==> config.mk <==
export PLATFORM = sky130hd
export DESIGN_NAME = ifc_top
export DESIGN_NICKNAME = d
export VERILOG_FILES = /design/src/logic/ifc_pkg.sv /design/src/logic/ifc_convert.sv /design/src/logic/ifc_top.sv
export SDC_FILE = /design/constraint.sdc
export NUM_CORES = 1
export LEC_CHECK = 0
export ABC_AREA = 1
export BUFFER_PORTS_ARGS = -buffer_cell sky130_fd_sc_hd__clkbuf_2
export CORE_MARGIN = 10
export CORE_UTILIZATION = 45
export CTS_CLUSTER_DIAMETER = 50
export DETAILED_ROUTE_END_ITERATION = 10
export GPL_TIMING_DRIVEN = 0
export RECOVER_POWER = 50
export SYNTH_ARGS = -nofsm -noshare
export SYNTH_HDL_FRONTEND = slang
export SYNTH_SLANG_ARGS = --single-unit
==> constraint.sdc <==
create_clock -name i_clock -period 8.55 [get_ports i_clock]
set_input_delay 0.4275 -clock i_clock [delete_from_list [all_inputs] [get_ports i_clock]]
set_output_delay 0.4275 -clock i_clock [all_outputs]
set_load 0.02 [all_outputs]
==> src/logic/ifc_pkg.sv <==
package ifc_pkg;
  // word and value geometry
  localparam int unsigned WORD_W    = 16;
  localparam int unsigned VAL_W     = 32;
  // single precision field layout
  localparam int unsigned EXP_W     = 8;
  localparam int unsigned FRAC_W    = 23;
  localparam int unsigned SIGN_POS  = 31;
  localparam int unsigned EXP_LSB   = 23;
  localparam logic [7:0]  EXP_BIAS  = 8'h7f;
  // float-to-integer limits
  localparam logic [31:0] SAT_MIN   = 32'h80000000;
  localparam logic [31:0] SAT_MAX   = 32'h7fffff80;
  localparam logic [7:0]  EXP_2P31  = 8'h9e;
  // operation select
  typedef enum logic [1:0] {
    IFC_OP_TO_FLOAT = 2'b01,
    IFC_OP_TO_FIXED = 2'b10
  } ifc_op_type;
  // completion sequencer states
  typedef enum logic [1:0] {
    IFC_ST_IDLE = 2'b01,
    IFC_ST_DONE = 2'b10
  } ifc_state_type;
endpackage

==> src/logic/ifc_convert.sv <==
`timescale 1ns/1ps
// combinational float-to-integer core
module ifc_convert
  import ifc_pkg::*;
(
  // operation
  input  wire logic              i_to_fixed,
  input  wire logic [VAL_W-1:0]  i_value,
  // result
  output logic      [VAL_W-1:0]  o_result
);
  logic [VAL_W-1:0] shifted;
  logic [7:0]       exp_v;
  logic [VAL_W-1:0] full;
  logic [7:0]       shamt;

  // float to fixed; the result stays zero while the other direction runs
  always_comb begin
    shifted  = '0;
    exp_v    = '0;
    full     = '0;
    shamt    = '0;
    o_result = '0;
    if (i_to_fixed) begin
      // single precision source fields
      exp_v = i_value[EXP_LSB +: EXP_W];
      full  = {1'b1, i_value[FRAC_W-1:0], 8'h00};
      if (exp_v < EXP_BIAS) begin
        o_result = '0; // magnitude below one truncates to zero
      end else if (exp_v >= EXP_2P31) begin
        // clamp at the fixed limits
        o_result = i_value[SIGN_POS] ? SAT_MIN : SAT_MAX;
      end else begin
        shamt    = EXP_2P31 - exp_v;
        shifted  = full >> shamt[4:0]; // fraction bits dropped
        o_result = i_value[SIGN_POS] ? (~shifted + 32'h1) : shifted;
      end
    end
  end
endmodule

==> src/logic/ifc_top.sv <==
`timescale 1ns/1ps
module ifc_top
  import ifc_pkg::*;
#(
  parameter int unsigned P_WORD_W = WORD_W
)
(
  // clock and reset
  input  wire logic                i_clock,
  input  wire logic                i_rstn,
  // rung enables
  input  wire logic                i_fixed_to_float_op,
  input  wire logic                i_float_to_fixed_op,
  // source word pair
  input  wire logic [P_WORD_W-1:0] i_src_lo,
  input  wire logic [P_WORD_W-1:0] i_src_hi,
  // destination word pair and write strobe
  output logic      [P_WORD_W-1:0] o_dst_lo,
  output logic      [P_WORD_W-1:0] o_dst_hi,
  output logic                     o_dst_we,
  // execution output
  output logic                     o_exec
);
  // width of a bit index into one value
  localparam int unsigned LEAD_W = $clog2(VAL_W);

  // operand pairing and operation decode
  logic [VAL_W-1:0]    src_word;
  ifc_op_type          op_sel;
  logic                go;
  logic                to_fixed;
  // integer-to-float path
  logic                flt_sign;
  logic [VAL_W-1:0]    mag;
  logic                src_zero;
  logic [LEAD_W-1:0]   lead;
  logic [VAL_W-1:0]    norm;
  logic [EXP_W-1:0]    flt_exp;
  logic [FRAC_W-1:0]   flt_frac;
  logic [VAL_W-1:0]    flt_word;
  // float-to-integer path and result select
  logic [VAL_W-1:0]    fix_word;
  logic [VAL_W-1:0]    result;
  // destination group
  logic [P_WORD_W-1:0] dst_lo_ff;
  logic [P_WORD_W-1:0] nxt_dst_lo;
  logic [P_WORD_W-1:0] dst_hi_ff;
  logic [P_WORD_W-1:0] nxt_dst_hi;
  // strobe group
  logic                we_ff;
  logic                nxt_we;
  logic                exec_ff;
  logic                nxt_exec;
  // sequencer group
  ifc_state_type       state_ff;
  ifc_state_type       nxt_state;

  // pair source words into one value, upper half from the high word
  assign src_word = {i_src_hi, i_src_lo};

  // decode the rung enables; both high or both low executes nothing
  always_comb begin
    op_sel = IFC_OP_TO_FLOAT;
    go     = 1'b0;
    case ({i_float_to_fixed_op, i_fixed_to_float_op})
      2'h1: begin
        op_sel = IFC_OP_TO_FLOAT;
        go     = 1'b1;
      end
      2'h2: begin
        op_sel = IFC_OP_TO_FIXED;
        go     = 1'b1;
      end
      // anything but exactly one enable runs nothing
      default: begin
        op_sel = IFC_OP_TO_FLOAT;
        go     = 1'b0;
      end
    endcase
  end

  // the float-to-integer core only works while its direction is picked
  assign to_fixed = (op_sel == IFC_OP_TO_FIXED);

  // the sign passes straight into the float
  assign flt_sign = src_word[SIGN_POS];

  // integer to float, step one: magnitude and position of the leading one
  always_comb begin
    mag  = src_word;
    lead = '0;
    // magnitude of a negative source by two's complement
    if (flt_sign) begin
      mag = ~src_word + VAL_W'(1); // the most negative value maps onto itself
    end
    // the highest set bit wins, so the scan runs from the bottom up
    for (int i = 0; i < VAL_W; i++) begin
      if (mag[i]) begin
        lead = LEAD_W'(i);
      end
    end
  end

  // zero has no leading one and needs its own encoding
  assign src_zero = (mag == '0);

  // integer to float, step two: normalise and pack the fields
  always_comb begin
    norm     = mag << (LEAD_W'(VAL_W - 1) - lead);
    flt_exp  = EXP_BIAS + EXP_W'(lead);
    // the hidden leading one sits at the top bit and is not stored
    flt_frac = norm[VAL_W-2 -: FRAC_W];
    flt_word = '0;
    // bits below the fraction field are dropped, not rounded
    if (!src_zero) begin
      flt_word = {flt_sign, flt_exp, flt_frac};
    end
  end

  // float to integer: clamp and truncation live in the core
  ifc_convert u_convert (
    .i_to_fixed (to_fixed),
    .i_value    (src_word),
    .o_result   (fix_word)
  );

  // pick the value of the direction that executes
  always_comb begin
    result = flt_word;
    unique case (op_sel)
      IFC_OP_TO_FLOAT: result = flt_word;
      IFC_OP_TO_FIXED: result = fix_word;
      default:         result = flt_word;
    endcase
  end

  // destination group: written only by an executed scan, held otherwise
  always_comb begin
    // default: hold the stored pair
    nxt_dst_lo = dst_lo_ff;
    nxt_dst_hi = dst_hi_ff;
    if (go) begin
      nxt_dst_lo = result[P_WORD_W-1:0];        // lower word
      nxt_dst_hi = result[VAL_W-1 -: P_WORD_W]; // upper word
    end
  end

  // destination registers
  always_ff @(posedge i_clock) begin
    if (!i_rstn) begin
      dst_lo_ff <= '0;
      dst_hi_ff <= '0;
    end else begin
      dst_lo_ff <= nxt_dst_lo;
      dst_hi_ff <= nxt_dst_hi;
    end
  end

  // sequencer group: done for the cycle after every executed scan
  always_comb begin
    nxt_state = IFC_ST_IDLE;
    unique case (state_ff)
      IFC_ST_IDLE: begin
        // an executed scan moves to done
        if (go) begin
          nxt_state = IFC_ST_DONE;
        end
      end
      IFC_ST_DONE: begin
        // back to back scans stay in done
        if (go) begin
          nxt_state = IFC_ST_DONE;
        end else begin
          nxt_state = IFC_ST_IDLE;
        end
      end
      default: nxt_state = IFC_ST_IDLE; // an illegal code falls back to idle
    endcase
  end

  // sequencer register
  always_ff @(posedge i_clock) begin
    if (!i_rstn) begin
      state_ff <= IFC_ST_IDLE;
    end else begin
      state_ff <= nxt_state;
    end
  end

  // strobe group: both strobes mark the done state
  always_comb begin
    nxt_we   = (nxt_state == IFC_ST_DONE);
    nxt_exec = (nxt_state == IFC_ST_DONE); // low while nothing executes
  end

  // strobe registers
  always_ff @(posedge i_clock) begin
    if (!i_rstn) begin
      we_ff   <= 1'b0;
      exec_ff <= 1'b0;
    end else begin
      we_ff   <= nxt_we;
      exec_ff <= nxt_exec;
    end
  end

  // outputs come straight from the registers
  assign o_dst_lo = dst_lo_ff;
  assign o_dst_hi = dst_hi_ff;
  assign o_dst_we = we_ff;
  assign o_exec   = exec_ff;
endmodule
# After elaboration in Yosys (flattened, before gate mapping)
# Index checks and enable logic that the tools add are counted.
dict set report classes {
  add_sub_neg 5
  n_lt_le_gt_ge 2
  n_eq_ne 6
  n_shift 2
  n_mux 42
  bitwise 2
  reduce_logical 3
}
# operator n
set ops {}
lappend ops {{$mux W32} 7}
lappend ops {{$mux W5} 30}
lappend ops {{$add A32 B1 Y32 const B} 2}
lappend ops {{$not A32 Y32} 2}
lappend ops {{$logic_not A32 Y1} 1}
lappend ops {{$shl A32 B5 Y31} 1}
lappend ops {{$shr A32 B5 Y32} 1}
lappend ops {{$sub A5 B5 Y5 const A} 2}
lappend ops {{$add A7 B5 Y8 const A} 1}
lappend ops {{$eq A2 B2 Y1 const B} 4}
lappend ops {{$ge A8 B8 Y1 const B} 1}
lappend ops {{$lt A8 B7 Y1 const B} 1}
lappend ops {{$mux W2} 3}
lappend ops {{$eq A2 B1 Y1 const B} 2}
lappend ops {{$reduce_or A2 Y1} 2}
lappend ops {{$mux W1} 2}
dict set report totals {
  ff_bits 35
  out_inout_bits 34
  word_cells 66
}

# Longest topological paths before layout
# Gate-level depths: netlist (run 1).
dict set report depth {
  ltp_word 38
  mapped_depth 45
  mapped_depth_nobuf 44
}

# Modules after synthesis
# A second synthesis (run 1) with hierarchy kept.
dict set report hier_totals {
  cells_unflattened 1556
  hier_area_um2 8165.3
}
# module instances cells_each area_per_inst_um2 seq_area_each_um2
set modules_own_cells {}
lappend modules_own_cells {ifc_top 1 868 4862.2 680.7}
lappend modules_own_cells {ifc_convert 1 688 3303.2 0.0}

# Least setup slack after synthesis (run 1)
# OpenSTA, ideal clock, no wires.
dict set report synth_timing {
  path_kind {input port to flip-flop}
  startpoint {in i_src_hi[7]}
  endpoint {reg dst_hi_ff[14], in the netlist o_dst_hi[14]}
  setup_ps 119
  t_arrival_ps 3793
  required_ps 8431
  slack_ps 4637
  stages 29
  n_path_buf 2
  cell_sequence {buf_4 > inv_1 > ha_1 > inv_1 > buf_2 > mux2i_1 > nand2_1 > o21ai_1 > nand2_1 > o21ai_0 > nand2_1 > o21ai_2 > ha_1 > nand3_1 > nor2_1 > inv_1 > nor3_2 > nand3_1 > nor3_2 > nand2_1 > inv_1 > nand2_2 > inv_1 > nand2_1 > o21ai_2 > xor2_1 > nand2_1 > a21oi_1 > a21oi_1}
}
dict set report synth_between {
  elab_chain_len 15
}
# item line_no
set synth_lines {}
lappend synth_lines {{start, declared} ifc_top.sv:16} ;# input wire logic [P_WORD_W-1:0] i_src_hi,
lappend synth_lines {{$not A32 Y32} ifc_top.sv:94} ;# mag = ~src_word + VAL_W'(1);
lappend synth_lines {{$add A32 B1 Y32} ifc_top.sv:94}
lappend synth_lines {{$mux W32} ifc_top.sv:93} ;# if (flt_sign) begin
lappend synth_lines {{$mux W5 (9 in a row)} ifc_top.sv:98} ;# if (mag[i]) begin
lappend synth_lines {{$add A7 B5 Y8} ifc_top.sv:110} ;# flt_exp = EXP_BIAS + EXP_W'(lead);
lappend synth_lines {{$mux W32} ifc_top.sv:115} ;# if (!src_zero) begin
lappend synth_lines {{$mux W32 *} ifc_top.sv:130} ;# unique case (op_sel)
lappend synth_lines {{end signal, assigned} ifc_top.sv:155} ;# dst_hi_ff <= nxt_dst_hi;
lappend synth_lines {{end, declared} ifc_top.sv:47} ;# logic [P_WORD_W-1:0] dst_hi_ff;
# Every way passes the cells marked *; elsewhere a longest branch is shown, timed or not.
# A chain may end at the register's enable or synchronous reset.

# Final worst setup path (run 1)
dict set report layout_timing {
  startpoint {in i_src_hi[7]}
  endpoint {reg dst_hi_ff[6], in the netlist o_dst_hi[6]}
}
dict set report layout_between {
  elab_chain_len 16
}
# item line_no
set layout_lines {}
lappend layout_lines {{$not A32 Y32} ifc_top.sv:94}
lappend layout_lines {{$add A32 B1 Y32} ifc_top.sv:94}
lappend layout_lines {{$mux W32} ifc_top.sv:93}
lappend layout_lines {{$mux W5 (9 in a row)} ifc_top.sv:98}
lappend layout_lines {{$sub A5 B5 Y5} ifc_top.sv:109} ;# norm = mag << (LEAD_W'(VAL_W - 1) - lead);
lappend layout_lines {{$shl A32 B5 Y31} ifc_top.sv:109}
lappend layout_lines {{$mux W32} ifc_top.sv:115}
lappend layout_lines {{$mux W32 *} ifc_top.sv:130}
# Marks and branches as above.

==> summary.txt, run 1 <==
Timing
  • Setup TNS: 0 ns
  • Slew headroom: 0.554
  • RSZ-0062 raised after global routing: no
  • Post-layout minimum cycle time: just under 5 ns
  • Max Freq: 201 MHz
  • Slew Limit Fails: 0
  • Setup violators final: 0
  • Hold_ws: roughly 0.49 ns
  • Final clock period utilization by the worst path: 0.581
  • Worst-Margin Slew: approximately 0.66 ns
  • Final Hold Viols: 0
  • Clock Skews: 0.00000600 ns

Synth
  • Number of flops mapped to enable cells by yosys: 0
  • Sequential fraction of the synthesis area: 0.0970
  • Ys async rst share: 0
  • Mapped Cells: 1316
  • Mean Syn Cell Area: 5.33 um^2
  • Synth warn: 0
  • Top_reg_cell synth: dfxtp_1
  • Synthesized area: 7020 um^2
  • Synthesized Nets: 1361
  • Top cell type by total area after synthesis: nand3_1
  • Post-synth top area share: 0.199
  • Count of cell types in the netlist: 50
  • FF+latch count, synth: 34
  • Main area contributors after synthesis: nand3_1 (20%), nand2_1 (18%), dfxtp_1 (9.7%), o21ai_0 (8.9%), inv_1 (7.2%)

Global route
  • Largest net degree at the start of global routing: 11
  • Vias in the first global route: 8341
  • Total track usage: 0.268
  • First-pass GRT wire length: between 40000 and 50000 um
  • Total grt overflow: 0
  • Initial antenna violation count: 0

Worst setup path
  • Type of origin of the critical path: primary input
  • Crit-path slowest cell: ha_1
  • Worst EP required: approximately 8.7 ns
  • Crit path buf inv count: 8
  • RR Startpoint: state_ff[1]
  • Capturing point of the worst reg2reg path: state_ff[1]
  • Kind of critical path: primary input to register
  • Worst setup EP type: register
  • Crit path DAT: between 5 and 6 ns
  • Maximum fanout along the worst path: 10
  • Worst path top cell family by delay: simple AND/OR/NAND/NOR gates
  • Internal reg-to-reg setup slack: 7.71 ns
  • CP dominant cell by count: inv_1
  • Crit-path max cell delay: 0.39 ns
  • FF-to-FF path depth: 3

Worst hold path
  • Hold Crit Start: i_rstn
  • Tightest Hold Check Type: primary input to register
  • Hold Path Depth: 2
  • Hold EP: state_ff[0]

Clocking
  • Clk sinks: 34
  • CTS Buf Count: 5
  • Clock latency at the later pin of the worst-skew pair: 0.27 ns
  • CTS tree: done
  • Htree depth: 2
  • Post-CTS Hold Buffers: 0
  • Post-CTS setup buffer count: 0
  • CTS resizes: 0
  • Root Buffer: clkbuf_16
  • Clock Tree Buf Depth: 2
  • Reg clk slew, reported paths: 0.05 ns

Route
  • Routed Antenna Nets: 0
  • WL/cell: 18.0 um
  • WL final: between 20000 and 30000 um
  • Vias per cell: 5.82
  • DRC viols: 0
  • Vias: between 9k and 10k
  • Initial DRT Pass Iterations: 5
  • DR iter-0 viols: 1086

Pwr
  • Largest vdd supply drop: between 0.1 and 0.15 mV
  • Leakage: roughly 0.004 uW
  • PwrDens: 139 nW/um^2

Floorplan
  • Die X-Extent: 145 um
  • Initial Util: 0.460
  • Die Ht: 145 um
  • IO Pins: 70
  • Die ar.: ~21000 um^2
  • Total core area: 15300 um^2
  • Rows: 45

Place
  • Number of port buffers: 69
  • HPWL after DPL: 23800 um
  • Global placer's final weighted congestion: 0.997

Flow run
  • Max-cap violations: 0

Layout
  • Layout Nets: 1437
  • Antenna diodes: 0
  • Syn-to-layout area delta: 10.4%
  • Share of cells above drive strength 1: 0.111

Status
  • Status: finished, final reports clean
[synthesized netlist by cell type (4+ instances only)]
cell type  number
a21oi_1        58
a31oi_1        13
buf_1           7
buf_2          28
buf_4           9
buf_6          11
clkbuf_1       18
dfxtp_1        34
ha_1            9
inv_1         135
inv_2          11
mux2i_1        20
nand2_1       331
nand2_2        10
nand3_1       279
nand4_1         9
nor2_1        101
nor2_2          9
nor2_4          4
nor3_1          5
nor3_2          6
o211ai_1        7
o21ai_0       125
o21ai_1         9
o31ai_1         5
xor2_1         20
[worst max-delay path by stage]
stage                      startpoint      endpoint  depth (start not counted)
after floorplan           i_src_hi[7]  o_dst_hi[14]                         29
after global placement    i_src_hi[7]   o_dst_hi[6]                         29
after detailed placement  i_src_hi[7]   o_dst_hi[6]                         27
after CTS                 i_src_hi[7]   o_dst_hi[4]                         28
after global routing      i_src_hi[7]   o_dst_hi[4]                         30
final                     i_src_hi[7]   o_dst_hi[6]                         27
[area by class of cell]
type | count | area, um^2
Clock inverter | 1 | 30.0
Timing Repair Buffer | 69 | 303
Fill cell | 1761 | 7510
Clock buffer | 7 | 133
Multi-Input combinational cell | 1059 | 5330
Sequential cell | 34 | 681
Tap cell | 211 | 264
Buffer | 74 | 440
Inverter | 149 | 563
[report_power, final]
| part | internal [uW] | leakage (uW) | switching (uW) | total [uW] |
|---|---|---|---|---|
| sequential | 179 | 0.000282 | 10.9 | 190 |
| combinational | 205 | 0.00356 | 480 | 685 |
| clock | 138 | 0.0000781 | 63.8 | 201 |
| total | 522 | 0.00392 | 555 | 1080 |
[stage by stage]
| stage | util | setup WS [ns] | area [um^2] | instances | power, uW |
|---|---|---|---|---|---|
| global placement | 0.500 | 3.41 | 7630 | 1596 | 864 |
| floorplan | - | 4.64 | 7020 | 1316 | 660 |
| CTS | 0.510 | 3.66 | 7790 | 1604 | 1070 |
| detailed placement | 0.500 | 3.39 | 7630 | 1596 | 864 |
| finish | 0.508 | 3.58 | 7750 | 1604 | 1080 |
| global route | 0.508 | 3.13 | 7750 | 1604 | 1150 |
[placed cells by master (no fill, tap or decap), types with 4 or more instances in the layout]
cell type,n
ha_1,9
buf_6,11
inv_2,11
nor2_1,101
xor2_1,20
o21ai_0,125
clkbuf_1,54
o211ai_1,7
nor2_4,4
nor2_2,9
buf_1,7
buf_4,9
nor3_1,5
nand2_2,10
mux2i_1,20
inv_1,135
clkbuf_2,35
nor3_2,6
o21ai_1,9
nand3_1,279
a31oi_1,13
clkbuf_16,5
nand2_1,331
buf_2,28
dfxtp_1,34
o31ai_1,5
nand4_1,9
a21oi_1,58
[layer usage]
layer	vias to the layer above	GRT usage	part of all wire
met5	-	0	0
met4	0	0.0846	0.029
met3	65	0.0495	0.086
met2	482	0.422	0.44
met1	4268	0.362	0.44
li1	4526	-	-
[logic make-up (layout without fill, tap and decap cells)]
| kind of cell | count (synthesis) | after routing | share of synthesized area |
|---|---|---|---|
| compound gates | 231 | 231 | 0.179 |
| xor+xnor | 25 | 25 | 0.0344 |
| fa+ha+maj | 9 | 9 | 0.0160 |
| buf+inv | 223 | 300 | 0.143 |
| flops | 34 | 34 | 0.0970 |
| mux | 20 | 20 | 0.0285 |
| simple gates | 774 | 774 | 0.502 |
[sequential cells by signal (all words and copies together) (netlist names)]
signal and flops:
o_dst_hi 16, o_dst_lo 16, state_ff 2
Power figures use the tool's default switching activity.
==> inputs of run 2 (changes only) <==
Settings changed: PLACE_DENSITY set to 0.66.
Clock period 8.55 ns to 4.4 ns, I/O delays scaled along.
==> run 2 against run 1 <==
  * Final cell count increased by 0.31%
  * Utilization increased by 0.94 points
  * Clock power increased by 76%
  * Die area unchanged
  * Power increased by 92%
  * Clock skew about the same
  * Routed wire length decreased by 4.6%
  * Register-to-register slack got worse by 4.2 ns
  * Hold slack got worse by 0.20 ns
  * Critical endpoint unchanged
==> summary.txt, run 2 (synthesis gave the netlist of run 1 again) <==
Status
  • Status: finished, final reports clean

Worst setup path
  • Kind of critical path: primary input to register
  • Crit path buf inv count: 9 (+1)
  • CP dominant cell by count: nand2_1
  • Crit-path slowest cell: ha_4
  • Worst setup EP type: register
  • Type of origin of the critical path: primary input
  • Worst EP required: 4.58 ns (-4.15 ns)
  • RR Startpoint: state_ff[1]
  • Critical path origin: i_src_hi[7]
  • Worst path top cell family by delay: simple AND/OR/NAND/NOR gates
  • Maximum fanout along the worst path: 10 (unchanged)
  • Crit-path max cell delay: 0.29 ns (-0.10 ns)
  • Crit path DAT: 4.29 ns (-0.85 ns)

Floorplan
  • Die X-Extent: 145 um (unchanged)
  • IO Pins: 70 (unchanged)
  • Initial Util: 0.460 (unchanged)
  • Die Ht: 145 um (unchanged)
  • Total core area: 15300 um^2 (unchanged)
  • Rows: 45 (unchanged)
  • Die ar.: 21000 um^2 (unchanged)

Place
  • Number of port buffers: 69 (unchanged)
  • Post-placement worst setup slack: -0.396 ns (-3.78 ns)
  • HPWL after DPL: 22500 um (-5.4%)
  • Global placer's final weighted congestion: 1.03 (+3.1%)
  • Placed cell areas: 7630 um^2 (unchanged)

Pwr
  • Seq pwr share: 0.179 (+0.003)
  • Psw: 1080 uW (+94%)
  • Share of total power in combinational logic: 0.650 (+0.014)
  • Leakage: 0.00395 uW (+0.79%)
  • Clock share of power: 0.171 (-0.016)
  • PwrDens: 261 nW/um^2 (+88%)
  • Internal Power: 986 uW (+89%)
  • Net Sw Frac: 0.522 (+0.00669)
  • Largest vdd supply drop: 0.193 mV (+52%)
  • Pwr Total: 2060 uW (+92%)

Timing
  • Setup violators final: 0 (unchanged)
  • Worst-Margin Slew: 0.753 ns (+0.0909 ns)
  • Max Freq: 243 MHz
  • Setup TNS: 0 ns (unchanged)
  • Slew headroom: 0.493 (-0.0613)
  • Slew Limit Fails: 0 (unchanged)
  • Final clock period utilization by the worst path: 0.935
  • Post-layout minimum cycle time: approximately 4.1 ns
  • Final Hold Viols: 0 (unchanged)
  • Clock Skews: 0.0000136 ns (+0.00000758 ns)
  • Post-route setup slack: 0.285 ns (-3.30 ns)

Clocking
  • Htree depth: 2 (unchanged)
  • CTS Buf Count: 5 (unchanged)
  • Clock Tree Buf Depth: 2 (unchanged)
  • Reg clk slew, reported paths: 0.05 ns (about the same)
  • Clk sinks: 34 (unchanged)
  • Clock latency at the later pin of the worst-skew pair: 0.28 ns (about the same)
  • Root Buffer: clkbuf_16
  • Post-CTS Hold Buffers: 0 (unchanged)
  • CTS tree: done

Route
  • DRC viols: 0 (unchanged)
  • Vias: 9194 (-1.6%)
  • WL/cell: 17.1 um (-4.9%)
  • Vias per cell: 5.71 (-1.9%)
  • DR iter-0 viols: 1152 (+6.1%)
  • WL final: 27600 um (-4.6%)
  • Routed Antenna Nets: 0 (unchanged)
  • Initial DRT Pass Iterations: 6 (+1)

Flow run
  • Max-cap violations: 0 (unchanged)

Layout
  • Share of cells above drive strength 1: 0.128 (+0.0175)
  • Most frequent cells in the layout: nand2_1 (331), nand3_1 (278), inv_1 (133)
  • Syn-to-layout area delta: 12.4%
  • Layout Nets: 1442 (+0.35%)
  • Cell area after layout: 7890 um^2 (+1.9%)
  • Antenna diodes: 0 (unchanged)
  • Most common cell after layout, fill and taps aside: nand2_1
  • Final core utilization: 0.517 (+0.00943)

Global route
  • Total grt overflow: 0 (unchanged)
  • Total track usage: 0.257 (-0.0116)
  • First-pass GRT wire length: 43000 um (-3.3%)
  • Initial antenna violation count: 0 (unchanged)
  • Largest net degree at the start of global routing: 12 (+1)
  • Vias in the first global route: 8141 (-2.4%)

Worst hold path
  • Tightest Hold Check Type: primary input to register
  • Hold Crit Start: i_rstn
-- run 2: changes by cell type in the layout (fill, tap and decap cells not counted), sizes merged --
cell,previous run,this run
clkbuf,94,95
inv,147,146
clkinvlp,0,2
clkinv,2,3
bufinv,1,0
buf,56,59
-- run 2: layout make-up --
class / instances / area (um^2)
Buffer: 74 / 455
Clock buffer: 6 / 139
Clock inverter: 2 / 12.5
Fill cell: 1717 / 7370
Inverter: 149 / 567
Multi-Input combinational cell: 1059 / 5430
Sequential cell: 34 / 681
Tap cell: 211 / 264
Timing Repair Buffer: 74 / 343
-- run 2: final timing paths --
| path | endpoint | slack (ns) | depth (start not counted) |
|---|---|---|---|
| worst max register to register | state_ff[1] | 3.56 | 3 |
| worst max-delay path | o_dst_hi[6] | 0.28 | 29 |
| worst min register to register | state_ff[0] | 0.49 | 2 |
| worst min-delay path | state_ff[0] | 0.29 | 2 |
-- run 2: what timing repair did --
action	4_1_cts	5_1_grt
gates resized for setup	6	24
setup endpoints to repair	3	32
setup buffers	0	5
pin swaps	0	3
-- run 2: power by group through the flow --
stage,sequential (uW),clock [uW],combinational (uW)
2_1_floorplan,418,0,864
3_3_place_gp,374,0,1280
3_5_place_dp,375,0,1280
4_1_cts,369,356,1290
5_1_grt,374,371,1470
6_report,369,353,1340
-- run 2: worst reg2reg max path, delay by kind of cell, from the launching register on --
kind                   cells  cell delay [ns]
buffers and inverters      1             0.04
flip-flops                 1             0.34
AND/OR/NAND/NOR            2             0.36
-- run 2: metal layers --
metal	up-vias	wire length (um)	GRT usage	part of all wire
met5	-	0	0	0
met4	0	671	0.0654	0.024
met3	55	2410	0.0254	0.087
met2	484	12500	0.416	0.45
met1	4121	12000	0.355	0.44
li1	4534	-	-	-
-- run 2: stage by stage --
stage               hold slack [ns]  instances
global route                  0.299       1609
floorplan                     0.336       1316
global placement              0.475       1596
CTS                           0.277       1604
finish                        0.288       1609
detailed placement            0.477       1596
==> inputs of run 3 (changes only) <==
Settings changed: PLACE_DENSITY 0.66 to 0.65, SYNTH_HIERARCHICAL set to 1.
==> run 3 against run 2 <==
  * Critical endpoint is now o_dst_lo[15]
  * Clock-buffer cell count shrank 1
  * Final cell count grew 16%
  * First-iteration DRC count grew 3.6%
  * Sequential share of layout area shrank 1.0 points
  * Die area grew 14%
  * Largest power group unchanged
  * Global-route usage grew 3.0 points
  * Non-clock buffer count grew 7
  * Critical path depth shrank 1
  * Synthesized area grew 16%
  * Hold slack lost 0.013 ns
  * Setup slack gained 0.049 ns
  * Maximum frequency grew 1.2%
==> summary.txt, run 3 <==
Synth
  • Most frequent cells after synthesis: nand2_1 (474), nand3_1 (410), inv_1 (123)
  • Number of flops mapped to enable cells by yosys: 0 (unchanged)
  • Top_reg_cell synth: dfxtp_1
  • Sequential fraction of the synthesis area: 0.0834 (-0.0136)
  • Mean Syn Cell Area: 5.25 um^2 (-1.6%)
  • Synthesized area: 8170 um^2 (+16%)
  • Ys async rst share: 0 (unchanged)
  • Main area contributors after synthesis: nand3_1 (25%), nand2_1 (22%), dfxtp_1 (8.3%), inv_1 (5.7%), a21oi_1 (4.5%)
  • FF+latch count, synth: 34 (unchanged)
  • Synthesized Nets: 1598 (+17%)
  • Most frequent cell after synthesis: nand2_1
  • Synth warn: 6 (+6)
  • Post-synth top area share: 0.251 (+0.0523)
  • Top cell type by total area after synthesis: nand3_1
  • Count of cell types in the netlist: 49 (-2.0%)
  • Mapped Cells: 1556 (+18%)

Timing
  • Setup violators final: 0 (unchanged)
  • Max Freq: 246 MHz (+1.2%)
  • Setup TNS: 0 ns (unchanged)
  • Clock Skews: 0.0000293 ns (+0.0000157 ns)
  • Slew headroom: 0.575 (+0.0818)
  • Hold_ws: 0.275 ns (-0.0128 ns)
  • Slew Limit Fails: 0 (unchanged)
  • Final Hold Viols: 0 (unchanged)
  • Worst-Margin Slew: 0.638 ns (-0.115 ns)
  • Final clock period utilization by the worst path: 0.924 (-0.0112)
  • Post-layout minimum cycle time: 4.07 ns (-0.0495 ns)

Worst setup path
  • Worst EP required: 4.56 ns (-0.02 ns)
  • Crit path DAT: 4.22 ns (-0.07 ns)
  • Crit-path max cell delay: 0.30 ns (about the same)
  • Crit-path slowest cell: xor2_1
  • Worst path top cell family by delay: simple AND/OR/NAND/NOR gates
  • Maximum fanout along the worst path: 10 (unchanged)
  • Type of origin of the critical path: primary input
  • Worst setup EP type: register
  • Crit path buf inv count: 8 (-1)
  • Kind of critical path: primary input to register

Pwr
  • PwrDens: 267 nW/um^2 (+2.2%)
  • Largest vdd supply drop: 0.277 mV (+43%)
  • Leakage: 0.00482 uW (+22%)
  • Pwr Total: 2400 uW (+16%)

Global route
  • First-pass GRT wire length: 56100 um (+30%)
  • Largest net degree at the start of global routing: 13 (+1)
  • Total track usage: 0.287 (+0.0303)
  • Initial antenna violation count: 0 (unchanged)
  • Vias in the first global route: 10.3k (+26%)
  • Total grt overflow: 0 (unchanged)

Clocking
  • Reg clk slew, reported paths: 0.06 ns (about the same)
  • CTS tree: done
  • Root Buffer: clkbuf_16
  • Clock Tree Buf Depth: 2 (unchanged)
  • Clock latency at the later pin of the worst-skew pair: 0.28 ns (about the same)
  • Htree depth: 2 (unchanged)
  • Clk sinks: 34 (unchanged)
  • CTS Buf Count: 5 (unchanged)

Worst hold path
  • Tightest Hold Check Type: primary input to register

Route
  • WL final: 35100 um (+27%)
  • DRC viols: 0 (unchanged)
  • Vias: 10.8k (+18%)
  • Routed Antenna Nets: 0 (unchanged)
  • Vias per cell: 5.81 (+1.6%)
  • WL/cell: 18.8 um (+9.9%)
  • DR iter-0 viols: 1193 (+3.6%)
  • Initial DRT Pass Iterations: 6 (unchanged)

Layout
  • Layout Nets: 1677 (+16%)
  • Share of cells above drive strength 1: 0.152 (+0.0242)
  • Non-Filler Instances: 1865 (+16%)
  • Antenna diodes: 0 (unchanged)
  • Most common cell after layout, fill and taps aside: nand2_1
  • Most frequent cells in the layout: nand2_1 (473), nand3_1 (410), inv_1 (123)
  • Syn-to-layout area delta: 9.76%

Place
  • Number of port buffers: 69 (unchanged)
  • HPWL after DPL: 29000 um (+29%)
  • Placed insts: 1854 (+16%)
  • Global placer's final weighted congestion: 1.02 (-0.68%)

Status
  • Status: finished, final reports clean

Floorplan
  • IO Pins: 70 (unchanged)
  • Rows: 49 (+8.9%)
  • Initial Util: 0.456 (-0.00375)
  • Total core area: 17900 um^2 (+17%)
  • Die Ht: 155 um (+6.8%)
  • Die ar.: 23900 um^2 (+14%)
  • Die X-Extent: 155 um (+6.8%)

Flow run
  • Max-cap violations: 0 (unchanged)
-- run 3: cell types whose count changed after synthesis, sizes merged, moves of 8 or more --
cell	before	now
nand2	344	503
nand3	283	428
o21ai	137	63
mux2i	20	0
a21oi	59	78
buf	56	68
nor2	114	126
a31oi	13	4
nand4	11	19
-- run 3: logic make-up (layout without fill, tap and decap cells) --
group	Yosys count	after routing	synth area share
xor+xnor	19	19	0.0245
flops	34	34	0.0834
simple gates	1109	1109	0.643
compound gates	148	148	0.0998
fa+ha+maj	6	6	0.00919
buf+inv	240	320	0.140
-- run 3: worst paths after layout --
check / endpoint / slack [ns] / from / cells past startpoint
setup / recovery: o_dst_lo[15] / 0.33 / i_src_lo[0] / 28
hold reg to reg: state_ff[0] / 0.50 / state_ff[0] / 2
hold / removal: state_ff[0] / 0.27 / i_rstn / 2
setup reg to reg: state_ff[1] / 3.56 / state_ff[1] / 3
-- run 3: stage by stage --
step | util | setup WS [ns] | area [um^2]
after floorplan | - | 0.968 | 8170
after global placement | 0.491 | 0.0721 | 8800
after detailed placement | 0.491 | 0.0391 | 8800
after CTS | 0.501 | 0.305 | 8970
after global routing | 0.501 | -0.0222 | 8960
final | 0.501 | 0.334 | 8960
-- run 3: report_power, final --
| part | leakage (uW) | switching, uW | internal, uW |
|---|---|---|---|
| clock | 0.0000760 | 140 | 267 |
| combinational | 0.00446 | 1140 | 476 |
| sequential | 0.000282 | 23.8 | 347 |
-- run 3: area by class of cell --
type                            count  area (um^2)
Clock buffer                        5          125
Buffer                             83          563
Inverter                          157          592
Sequential cell                    34          681
Tap cell                          229          287
Timing Repair Buffer               72          328
Fill cell                        2103         8940
Clock inverter                      3         45.0
Multi-Input combinational cell   1282         6340
-- run 3: what timing repair did --
action,in CTS,in global routing
buffers inserted,0,3
setup endpoints to repair,0,14
resized for setup,0,6
hold buffers,0,0
-- run 3: routing by layer --
layer | up-vias | GRT usage | part of all wire
met5 | - | 0 | 0
met4 | 0 | 0.101 | 0.034
met1 | 4918 | 0.376 | 0.42
met3 | 78 | 0.0363 | 0.081
li1 | 5288 | - | -
met2 | 544 | 0.472 | 0.46
